## config.mk

```make
export PLATFORM = sky130hd
export DESIGN_NAME = timer2_compare_counter
export DESIGN_NICKNAME = d
export VERILOG_FILES = /design/src/rtl/timer2_pkg.sv /design/src/rtl/timer2_compare_counter.sv
export SDC_FILE = /design/constraint.sdc
export NUM_CORES = 1
export LEC_CHECK = 0
export BUFFER_PORTS_ARGS = -buffer_cell sky130_fd_sc_hd__buf_2
export CORE_MARGIN = 4
export CORE_UTILIZATION = 56
export CTS_BUF_LIST = sky130_fd_sc_hd__clkbuf_2
export CTS_CLUSTER_DIAMETER = 60
export DETAILED_ROUTE_END_ITERATION = 8
export MAX_ROUTING_LAYER = met4
export PLACE_DENSITY = 0.94
export SYNTH_ARGS = -nofsm -noshare
export SYNTH_HDL_FRONTEND = slang
export SYNTH_SLANG_ARGS = --single-unit
```

## constraint.sdc

```tcl
create_clock -name ref_clk -period 3.6 [get_ports ref_clk]
set_input_delay 0.36 -clock ref_clk [delete_from_list [all_inputs] [get_ports ref_clk]]
set_output_delay 0.36 -clock ref_clk [all_outputs]
set_load 0.05 [all_outputs]
```

## src/rtl/timer2_pkg.sv

```systemverilog
package timer2_pkg;
  // Byte addresses are four times the printed register index
  localparam logic [7:0] CMP_IDX   = 8'h23;
  localparam logic [7:0] CNT_IDX   = 8'h24;
  localparam logic [7:0] CTRL_IDX  = 8'h25;
  localparam logic [7:0] FLAG_IDX  = 8'h38;
  localparam logic [7:0] MASK_IDX  = 8'h39;
  localparam logic [9:0] CMP_ADDR  = {CMP_IDX, 2'b00};
  localparam logic [9:0] CNT_ADDR  = {CNT_IDX, 2'b00};
  localparam logic [9:0] CTRL_ADDR = {CTRL_IDX, 2'b00};
  localparam logic [9:0] FLAG_ADDR = {FLAG_IDX, 2'b00};
  localparam logic [9:0] MASK_ADDR = {MASK_IDX, 2'b00};

  // Reset values
  localparam logic [7:0] CNT_RST   = 8'h00;
  localparam logic [7:0] CTRL_RST  = 8'h00;
  localparam logic [7:0] CMP_RST   = 8'h00;
  localparam logic [1:0] FLAG_RST  = 2'h0;

  // Counter limits
  localparam logic [7:0] CNT_BOTTOM = 8'h00;
  localparam logic [7:0] CNT_TOP    = 8'hff;

  // Prescaler taps, as divisor minus one
  localparam int         PRE_W     = 10;
  localparam logic [9:0] DIV8_M1    = 10'h007;
  localparam logic [9:0] DIV32_M1   = 10'h01f;
  localparam logic [9:0] DIV64_M1   = 10'h03f;
  localparam logic [9:0] DIV128_M1  = 10'h07f;
  localparam logic [9:0] DIV256_M1  = 10'h0ff;
  localparam logic [9:0] DIV1024_M1 = 10'h3ff;

  // Compare output modes
  localparam logic [1:0] COM_OFF    = 2'h0;
  localparam logic [1:0] COM_TOGGLE = 2'h1;
  localparam logic [1:0] COM_CLEAR  = 2'h2;
  localparam logic [1:0] COM_SET    = 2'h3;

  // Control register layout
  typedef struct packed {
    logic       reserved;
    logic       pwmModeEnable;
    logic [1:0] compareOutputMode;
    logic       clearOnMatch;
    logic [2:0] clockSelect;
  } ctrl_t;

  // Interrupt flag and mask layout
  typedef struct packed {
    logic compareMatch;
    logic overflow;
  } irq_t;

  typedef enum logic {DIR_UP, DIR_DOWN} dir_t;
endpackage

```

## src/rtl/timer2_compare_counter.sv

```systemverilog
// Notes on behaviour
// - 8-bit counter, undivided or prescaled clock
// - Select 0 stops; 1 direct; 2-7 divide
// - Control bit 7 always reads zero
// - Control bit 6 selects PWM mode
// - Normal mode match: none, toggle, clear, set
// - Clear-on-match zeroes counter next cycle
// - Without clear-on-match matches leave counter alone
// - Prescaled clear shows match one cycle
// - PWM mode ignores clear-on-match
// - Count writable; counting resumes next tick
// - Up in normal, up-down in PWM
// - Overflow and match flags, masked interrupts
// - Port data write never presets output
// - PWM gives centred glitch-free 8-bit output
// - Match only by counting; flag next cycle
// - PWM runs 0 to 255 to 0
// - PWM modes 10/11 set and clear by direction
// - PWM compare buffered until top; reads buffer
module timer2_compare_counter
  import timer2_pkg::*;
(
  input  wire logic        ref_clk,
  input  wire logic        rst_b,
  input  wire logic [9:0]  address,
  input  wire logic        read,
  input  wire logic        write,
  input  wire logic [3:0]  byteenable,
  input  wire logic [31:0] writedata,
  output logic [31:0]      readdata,
  output logic             waitrequest,
  output logic             irq,
  output logic             compareOutputPin,
  output logic             compareOutputActive
);

  ctrl_t           ctrl_r;
  irq_t            flags_r;
  irq_t            mask_r;
  dir_t            dir_r;
  logic [7:0]      cnt_r;
  logic [7:0]      cnt_nxt;
  logic [7:0]      cmpBuf_r;
  logic [7:0]      cmpAct_r;
  logic [PRE_W-1:0] pre_r;
  logic            ack_r;
  logic            justCounted_r;
  logic            ocOut_r;
  logic [31:0]     readdata_r;
  logic            req;
  logic            accept;
  logic            lane0;
  logic            wrCount;
  logic            wrCmp;
  logic            wrCtrl;
  logic            wrFlag;
  logic            wrMask;
  logic            tick;
  logic            matchEv;
  logic            ovfEv;
  logic            ctcClear;
  logic [7:0]      readMux;

  // Prescaler tap decode for the selected division
  function automatic logic tickSel(input logic [2:0] cs, input logic [PRE_W-1:0] pre);
    logic r;
    r = 1'b0;
    case (cs)
      3'h0:    r = 1'b0;
      3'h1:    r = 1'b1;
      3'h2:    r = ((pre & DIV8_M1) == DIV8_M1);
      3'h3:    r = ((pre & DIV32_M1) == DIV32_M1);
      3'h4:    r = ((pre & DIV64_M1) == DIV64_M1);
      3'h5:    r = ((pre & DIV128_M1) == DIV128_M1);
      3'h6:    r = ((pre & DIV256_M1) == DIV256_M1);
      3'h7:    r = ((pre & DIV1024_M1) == DIV1024_M1);
      default: r = 1'b0;
    endcase
    return r;
  endfunction

  // Address decode: one wait cycle, then the access completes
  assign req         = read | write;
  assign waitrequest = req & ~ack_r;
  assign accept      = req & ack_r;
  assign lane0       = byteenable[0];
  assign wrCount     = accept & write & lane0 & (address == CNT_ADDR);
  assign wrCmp       = accept & write & lane0 & (address == CMP_ADDR);
  assign wrCtrl      = accept & write & lane0 & (address == CTRL_ADDR);
  assign wrFlag      = accept & write & lane0 & (address == FLAG_ADDR);
  assign wrMask      = accept & write & lane0 & (address == MASK_ADDR);
  assign readdata    = readdata_r;

  // Wait-state generator
  always_ff @(posedge ref_clk or negedge rst_b) begin
    if (!rst_b) begin
      ack_r <= 1'b0;
    end else begin
      ack_r <= req & ~ack_r;
    end
  end

  // Read multiplexer; unmapped addresses read zero
  always_comb begin
    readMux = 8'h00;
    case (address)
      CNT_ADDR:  readMux = cnt_r;
      CMP_ADDR:  readMux = cmpBuf_r;
      CTRL_ADDR: readMux = {1'b0, ctrl_r[6:0]};
      FLAG_ADDR: readMux = {6'h00, flags_r};
      MASK_ADDR: readMux = {6'h00, mask_r};
      default:   readMux = 8'h00;
    endcase
  end

  // Read data captured during the wait cycle
  always_ff @(posedge ref_clk or negedge rst_b) begin
    if (!rst_b) begin
      readdata_r <= 32'h0000_0000;
    end else if (read & ~ack_r) begin
      readdata_r <= {24'h00_0000, readMux};
    end
  end

  // Control register
  always_ff @(posedge ref_clk or negedge rst_b) begin
    if (!rst_b) begin
      ctrl_r <= CTRL_RST;
    end else if (wrCtrl) begin
      ctrl_r <= {1'b0, writedata[6:0]};
    end
  end

  // Free-running prescaler on the source clock
  always_ff @(posedge ref_clk or negedge rst_b) begin
    if (!rst_b) begin
      pre_r <= '0;
    end else begin
      pre_r <= pre_r + 10'h001;
    end
  end

  assign tick = tickSel(ctrl_r.clockSelect, pre_r);

  // Match only when the counter itself stepped onto the compare value
  assign matchEv  = justCounted_r & (cnt_r == cmpAct_r);
  assign ctcClear = matchEv & ctrl_r.clearOnMatch & ~ctrl_r.pwmModeEnable;
  // In PWM the count only ever leaves zero upward, whatever the direction flag says
  assign ovfEv    = tick & (ctrl_r.pwmModeEnable ? (cnt_r == CNT_BOTTOM)
                                                 : (cnt_r == CNT_TOP));

  // Next count value: up only, or up then down
  always_comb begin
    cnt_nxt = cnt_r;
    if (!ctrl_r.pwmModeEnable) begin
      cnt_nxt = cnt_r + 8'h01;
    end else if (dir_r == DIR_UP) begin
      cnt_nxt = (cnt_r == CNT_TOP) ? cnt_r - 8'h01 : cnt_r + 8'h01;
    end else begin
      cnt_nxt = (cnt_r == CNT_BOTTOM) ? cnt_r + 8'h01 : cnt_r - 8'h01;
    end
  end

  // Counter: software write first, then match clear, then tick
  always_ff @(posedge ref_clk or negedge rst_b) begin
    if (!rst_b) begin
      cnt_r <= CNT_RST;
    end else if (wrCount) begin
      cnt_r <= writedata[7:0];
    end else if (ctcClear) begin
      cnt_r <= CNT_BOTTOM;
    end else if (tick) begin
      cnt_r <= cnt_nxt;
    end
  end

  // Marks a cycle whose count came from counting, not from a write
  always_ff @(posedge ref_clk or negedge rst_b) begin
    if (!rst_b) begin
      justCounted_r <= 1'b0;
    end else begin
      justCounted_r <= tick & ~wrCount & ~ctcClear;
    end
  end

  // Count direction in PWM mode
  always_ff @(posedge ref_clk or negedge rst_b) begin
    if (!rst_b) begin
      dir_r <= DIR_UP;
    end else if (!ctrl_r.pwmModeEnable) begin
      dir_r <= DIR_UP;
    end else if (tick && cnt_r == CNT_TOP) begin
      dir_r <= DIR_DOWN;
    end else if (tick && cnt_r == CNT_BOTTOM) begin
      dir_r <= DIR_UP;
    end
  end

  // Compare buffer; software always reads the latest write
  always_ff @(posedge ref_clk or negedge rst_b) begin
    if (!rst_b) begin
      cmpBuf_r <= CMP_RST;
    end else if (wrCmp) begin
      cmpBuf_r <= writedata[7:0];
    end
  end

  // Active compare value; in PWM latched only at the top
  always_ff @(posedge ref_clk or negedge rst_b) begin
    if (!rst_b) begin
      cmpAct_r <= CMP_RST;
    end else if (!ctrl_r.pwmModeEnable) begin
      cmpAct_r <= wrCmp ? writedata[7:0] : cmpBuf_r;
    end else if (cnt_r == CNT_TOP) begin
      cmpAct_r <= cmpBuf_r;
    end
  end

  // Compare output; driven by matches, or in PWM by a compare of 0 or 255, never by port data
  always_ff @(posedge ref_clk or negedge rst_b) begin
    if (!rst_b) begin
      ocOut_r <= 1'b0;
    end else if (!ctrl_r.pwmModeEnable) begin
      if (matchEv) begin
        case (ctrl_r.compareOutputMode)
          COM_TOGGLE: ocOut_r <= ~ocOut_r;
          COM_CLEAR:  ocOut_r <= 1'b0;
          COM_SET:    ocOut_r <= 1'b1;
          default:    ocOut_r <= ocOut_r;
        endcase
      end
    end else if (ctrl_r.compareOutputMode[1]) begin
      if (cmpAct_r == CNT_BOTTOM) begin
        ocOut_r <= ctrl_r.compareOutputMode[0];
      end else if (cmpAct_r == CNT_TOP) begin
        ocOut_r <= ~ctrl_r.compareOutputMode[0];
      end else if (matchEv) begin
        ocOut_r <= (dir_r == DIR_DOWN) ^ ctrl_r.compareOutputMode[0];
      end
    end
  end

  // Pin connection: port logic keeps the pin unless a mode claims it
  always_ff @(posedge ref_clk or negedge rst_b) begin
    if (!rst_b) begin
      compareOutputActive <= 1'b0;
    end else if (ctrl_r.pwmModeEnable) begin
      compareOutputActive <= ctrl_r.compareOutputMode[1];
    end else begin
      compareOutputActive <= (ctrl_r.compareOutputMode != COM_OFF);
    end
  end

  assign compareOutputPin = ocOut_r;

  // Sticky flags; a new event wins over a write-one clear
  always_ff @(posedge ref_clk or negedge rst_b) begin
    if (!rst_b) begin
      flags_r <= FLAG_RST;
    end else begin
      flags_r.overflow     <= ovfEv |
                              (flags_r.overflow & ~(wrFlag & writedata[0]));
      flags_r.compareMatch <= matchEv |
                              (flags_r.compareMatch & ~(wrFlag & writedata[1]));
    end
  end

  // Interrupt mask
  always_ff @(posedge ref_clk or negedge rst_b) begin
    if (!rst_b) begin
      mask_r <= FLAG_RST;
    end else if (wrMask) begin
      mask_r <= writedata[1:0];
    end
  end

  assign irq = |(flags_r & mask_r);
endmodule

```

# --- Word-level counts from Yosys, hierarchy flattened ---
# Index checks and enable logic that the tools add are counted.
word_totals:
  output_inout_bits: 36
  register_bits: 58
op_classes:
  eq_ne: 27
  n_mux: 24
  reduce_logical: 12
  bitwise_logic: 33
  n_addsub: 3
op_table:
  columns: ["cell", "n"]
  rows:
  - ["two-way mux 8 bit", 10]
  - ["== test 10 x 8 -> 1 bit (second input constant)", 5]
  - ["case mux 8 bit (5 select lines)", 1]
  - ["== test 8 bit (second input constant)", 3]
  - ["bitwise AND 1 bit", 20]
  - ["logical NOT 8 bit", 2]
  - ["== test 3 bit (second input constant)", 5]
  - ["two-way mux 1 bit", 11]
  - ["adder 10 x 1 -> 10 bit (second input constant)", 1]
  - ["== test 10 bit (second input constant)", 1]
  - ["adder 8 x 1 -> 8 bit (second input constant)", 1]
  - ["== test 8 bit", 1]
  - ["inverter 1 bit", 8]
  - ["case mux 1 bit (8 select lines)", 1]
  - ["subtractor 8 x 1 -> 8 bit (second input constant)", 1]
  - ["== test 7 bit (second input constant)", 1]
  - ["== test 3 x 2 -> 1 bit (second input constant)", 2]
  - ["== test 6 bit (second input constant)", 1]
  - ["nonzero test 3 bit", 2]
  - ["== test 5 bit (second input constant)", 1]
  - ["== test 2 bit (second input constant)", 2]
  - ["AND reduction 4 bit", 1]
  - ["nonzero test 2 bit", 2]
  - ["nonzero test 4 bit", 1]
  - ["other kinds (12)", 15]

# --- Longest topological paths before layout ---
logic_depth:
  depth_word: 9
  depth_mapped: 10
  mapped_depth_nobuf: 9

# --- Least setup slack after synthesis ---
# OpenSTA, ideal clock, no wires.
synth_path:
  path_type: "register to register"
  startpoint: "register cnt_r[4]"
  endpoint: "register cnt_r[7]"
  t_arrival_ns: 2.434
  period_less_slack_ns: 2.499
  path_buffers: 1
  stages_incl_launch_ff: 8
  slack_ns: 1.101
  cell_sequence: "dfrtp_1 buf_6 or4_4 or4b_4 a31oi_4 mux2i_1 mux2i_1 o221a_2"
synth_via:
  elab_chain_cells: 7
  elab_cells_between_ends: 16
  cone_classes: "add/sub: 2; eq/ne: 2; mux: 7; bitwise: 3; reduce/logical: 2"
synth_rtl:
  columns: ["item", "line", "rtl"]
  rows:
  - ["start, declared", "timer2_compare_counter.sv:41", "logic [7:0] cnt_r;"]
  - ["start signal, assigned", "timer2_compare_counter.sv:169", "cnt_r <= writedata[7:0];"]
  - ["start signal, assigned", "timer2_compare_counter.sv:173", "cnt_r <= cnt_nxt;"]
  - ["adder 8 x 1 -> 8 bit (tied with other cells)", "timer2_compare_counter.sv:156, timer2_compare_counter.sv:158, timer2_compare_counter.sv:160", null]
  - ["two-way mux 8 bit, on equally long branches", "timer2_compare_counter.sv:158, timer2_compare_counter.sv:160", null]
  - ["two-way mux 8 bit", "timer2_compare_counter.sv:157", "end else if (dir_r == DIR_UP) begin"]
  - ["two-way mux 8 bit", "timer2_compare_counter.sv:155", "if (!ctrl_r.pwmModeEnable) begin"]
  - ["two-way mux 8 bit", "timer2_compare_counter.sv:172", "end else if (tick) begin"]
  - ["two-way mux 8 bit", "timer2_compare_counter.sv:170", "end else if (ctcClear) begin"]
  - ["two-way mux 8 bit", "timer2_compare_counter.sv:168", "end else if (wrCount) begin"]
# Parallel ways exist; a longest one is shown, timed or not. The select of a mux whose other input is x is not followed.
# A chain may end at the register's enable or synchronous reset.

# --- Worst setup path in the final report ---
layout_path:
  startpoint: "register ctrl_r[6] in the netlist's numbering"
  endpoint: "register cnt_r[4]"
layout_via:
  elab_chain_cells: 4
  elab_cells_between_ends: 7
  cone_classes: "mux: 4; bitwise: 2; reduce/logical: 1"
layout_rtl:
  columns: ["item", "line", "rtl"]
  rows:
  - ["start, declared", "timer2_compare_counter.sv:37", "ctrl_t ctrl_r;"]
  - ["start signal, assigned", "timer2_compare_counter.sv:130", "ctrl_r <= {1'b0, writedata[6:0]};"]
  - ["two-way mux 8 bit / inverter 1 bit (equally long branches)", "timer2_compare_counter.sv:155, timer2_compare_counter.sv:147", null]
  - ["two-way mux 8 bit / bitwise AND 1 bit (equally long branches)", "timer2_compare_counter.sv:172, timer2_compare_counter.sv:147", null]
  - ["two-way mux 8 bit", "timer2_compare_counter.sv:170", null]
  - ["two-way mux 8 bit", "timer2_compare_counter.sv:168", null]
# Parallel ways exist; a longest one is shown, timed or not. The select of a mux whose other input is x is not followed.

==> flow_summary_export.csv <==
group,metric,value,unit
outcome,status,"complete, but fails checks",
outcome,violations,"negative hold slack",
grt,grt_use_total,0.2307,
critical_path,slowest_delay,0.88,ns
clock_network,htree_levels,3,
grt,grt_pass1_wl,13.24,mm
placement,dp_hpwl,5.805,mm
power_and_ir_drop,power.leakage,1.801,nW
timing,finalSetupViolations,0,
logic_synthesis,async_flop_share,1.000,
critical_path,cp_slowest_cell,"a32oi_1",
grt,grt_pass1_vias,2710,
critical_path,required,4.00,ns
grt,grt_max_degree,43,
critical_path,worstPathMaxFanout,18,
logic_synthesis,syn_area_per_cell,10.54,um2
floorplanning,die_h,87.28,um
min_path,min_path_type,"input pin to asynchronous set/reset pin",
finish,num-fill-cells,473,
clock_network,post_cts.repair.setup_buffers,0,
clock_network,numCtsBuffers,9,
floorplanning,start_util,0.5841,
power_and_ir_drop,worst_ir_drop_vdd,0.0002673,V
logic_synthesis,syn_area,0.003520,mm2
floorplanning,std_cell_rows,28,
timing,max_slew_margin,0.3214,
run,max_cap_viol_count,0,
finish,fin_area,0.003702,mm2
timing,grt_setup_unrepaired,"no",
routing,dr.pass1.iters,7,
routing,routedWlPerCell,18.16,um
critical_path,crit_type,"flop to flop",
routing,routed_wl,8.025,mm
timing,fin_crit_sh,0.7695,
routing,vias,2735,
clock_network,clock_sinks,58,
routing,vias_per_cell,6.188,
clock_network,ctsResizeCount,0,
timing,hold_viol,13,
critical_path,worst_setup_path_start_kind,"flop",
grt,gr-total-overflow,0,
finish,layout.cells.non_filler,442,
finish,drive_above_1_share,0.2561,
clock_network,worst_setup_hold_path_clk_slew,0.17,ns
timing,worstMarginPinSlew,1.018,ns
clock_network,cts_tree,"built",
logic_synthesis,synth_cells,334,
floorplanning,core_area,0.006026,mm2
critical_path,crit_chain,"inv_1 > a32oi_1 > nand2_1 > o221a_2",
floorplanning,io_pins,86,
critical_path,cp.arrival,3.17,ns
timing,skew,0.02222,ns
clock_network,root_buffer,"clkbuf_2",
critical_path,worstPathBufferInverterCount,1,
clock_network,cts_hold_buf,0,
critical_path,crit_path_end_kind,"flop",
routing,antenna_left,0,
routing,drc,0,
logic_synthesis,ys.flop_type,"dfrtp_1",
placement,globalplace.congestion,0.9082,
floorplanning,die_area,0.007618,mm2
finish,syn_to_final_growth,5.190,%
critical_path,cp_top_family,"compound AO/OA/AOI/OAI gates",
placement,placed_cell_area,0.003551,mm2
logic_synthesis,ys_warn_count,0,
timing,fmax,0.3610,GHz
timing,whs,-0.01772,ns
floorplanning,die_w,87.28,um
power_and_ir_drop,powerDensity,363.1,mW/mm2
timing,drv_slew,0,
finish,finalNetCount,419,
placement,portBuffers,34,
timing,fin_crit,2.770,ns
logic_synthesis,synth_edf_count,0,
placement,place_inst,427,
routing,drt_iter0_markers,408,
finish,antennaDiodeCount,0,
timing,setup_tns,0,ns
logic_synthesis,ys_ff_latch,58,
logic_synthesis,yosysSeqAreaShare,0.4124,
clock_network,cts_buffer_depth,2,
logic_synthesis,ys_types,50,
clock_network,insertion_delay,0.50,ns
grt,antenna_found_initial,0,
-- registers in the layout, indices dropped and copies added, names as in the netlist --
register	flops
cmpAct_r	8
cmpBuf_r	8
mask_r	2
readdata	8
flags_r	2
compareOutputActive	1
cnt_r	8
justCounted_r	1
pre_r	10
ack_r	1
ctrl_r	7
dir_r	1
compareOutputPin	1
-- layer usage --
metal	vias up	wire [um]	GRT usage
met4	0	201	0.09205
li1	1232	-	-
met5	-	0	-
met1	1339	3109	0.2669
met3	25	592	0.05676
met2	139	4121	0.3836
-- through the flow --
stage                       util  power, mW  hold WS (ns)  setup WS (ns)
final                     0.6144      1.344      -0.01772         0.8299
after global routing      0.6144      1.394       0.02847         0.6802
after CTS                 0.6144      1.349     0.0003531         0.8662
after floorplan                -     0.8001       0.06441          1.101
after detailed placement  0.5893     0.8222        0.4610         0.9050
after global placement    0.5893     0.8174        0.4388         0.9245
-- worst paths after layout --
check,startpoint,endpoint,slack (ns),cells after the start
worst min register to register,ack_r$_DFF_PN0_,ack_r$_DFF_PN0_,0.48,1
min in group ref_clk,writedata[7],cmpBuf_r[7]$_DFF_PN0_,0.13,2
worst max register to register,ctrl_r[6]$_DFFE_PN0P_,cnt_r[4]$_DFFE_PN0P_,0.83,4
worst max-delay path,ctrl_r[6]$_DFFE_PN0P_,cnt_r[4]$_DFFE_PN0P_,0.83,4
worst min-delay path,rst_b,pre_r[7]$_DFF_PN0_,-0.02,1
max in group asynchronous,rst_b,cmpBuf_r[5]$_DFF_PN0_,2.78,2
-- layout by cell type (no fill, tap or decap), types with 2 or more instances in the layout --
master     count
xor2_1         2
o21ai_0       18
nand4_1        4
a222oi_1       5
mux2_2        33
nor3b_1        4
xnor2_1       17
a21oi_1        3
o2bb2ai_1      2
ha_1           6
buf_2         34
nor2_1        16
a221oi_1       2
and3_1        15
a32oi_1        2
mux2i_1       11
nand2b_1       4
nand2_1       20
nand3_1       13
o21bai_1       2
nor4_1         5
a2bb2oi_1      3
inv_1          8
nor3_1         7
clkbuf_2       9
a21boi_0       2
conb_1        24
buf_4          4
bufinv_16      3
a21o_1         3
a22oi_1        2
o221a_2        4
dfrtp_1       58
nor2b_1        3
nor4b_1        2
-- final cells by class --
type	instances	area [um2]	area share
timing repair buffer	38	200.2	0.05407
inverter	8	30.03	0.008111
clock inverter	6	106.4	0.02873
clock buffer	9	45.04	0.01217
multi-input combinational	248	1775	0.4796
tap	75	93.84	0.02535
sequential	58	1451	0.3920
-- logic make-up after synthesis --
group	after synthesis	share of synthesized area
flip-flops	58	0.4124
AND/OR/NAND/NOR	99	0.1518
buffers and inverters	51	0.1077
other	1	0.001065
multiplexers	44	0.1369
XOR/XNOR	19	0.04728
adder cells (fa/ha/maj)	6	0.02133
AO/OA/AOI/OAI	56	0.1216
-- power breakdown --
group	internal [mW]	leakage [nW]	switching [mW]	total, mW
Sequential	0.657	0.783	0.0118	0.669
Combinational	0.0348	0.932	0.108	0.143
Clock	0.292	0.0854	0.241	0.533
Total	0.984	1.80	0.360	1.34
-- Yosys cell counts (3+ instances only) --
cell / n / area [um2]
ha_1: 6 / 75.07
nand3_1: 13 / 65.06
mux2i_1: 11 / 110.1
nand4_1: 4 / 25.02
nand2_1: 20 / 75.07
nor3_1: 7 / 35.03
o221a_2: 4 / 45.04
and3_1: 15 / 93.84
nor4_1: 5 / 31.28
nor2b_1: 3 / 18.77
a21oi_1: 3 / 15.01
xnor2_1: 17 / 148.9
clkbuf_1: 9 / 33.78
buf_6: 6 / 67.56
nor3b_1: 4 / 30.03
nand2b_1: 4 / 25.02
mux2_2: 33 / 371.6
a21o_1: 3 / 22.52
dfrtp_1: 58 / 1451
buf_4: 25 / 187.7
o21ai_0: 18 / 90.09
inv_1: 8 / 30.03
a222oi_1: 5 / 50.05
nor2_1: 16 / 60.06
a2bb2oi_1: 3 / 26.28
(Power assumes the default switching activity.)
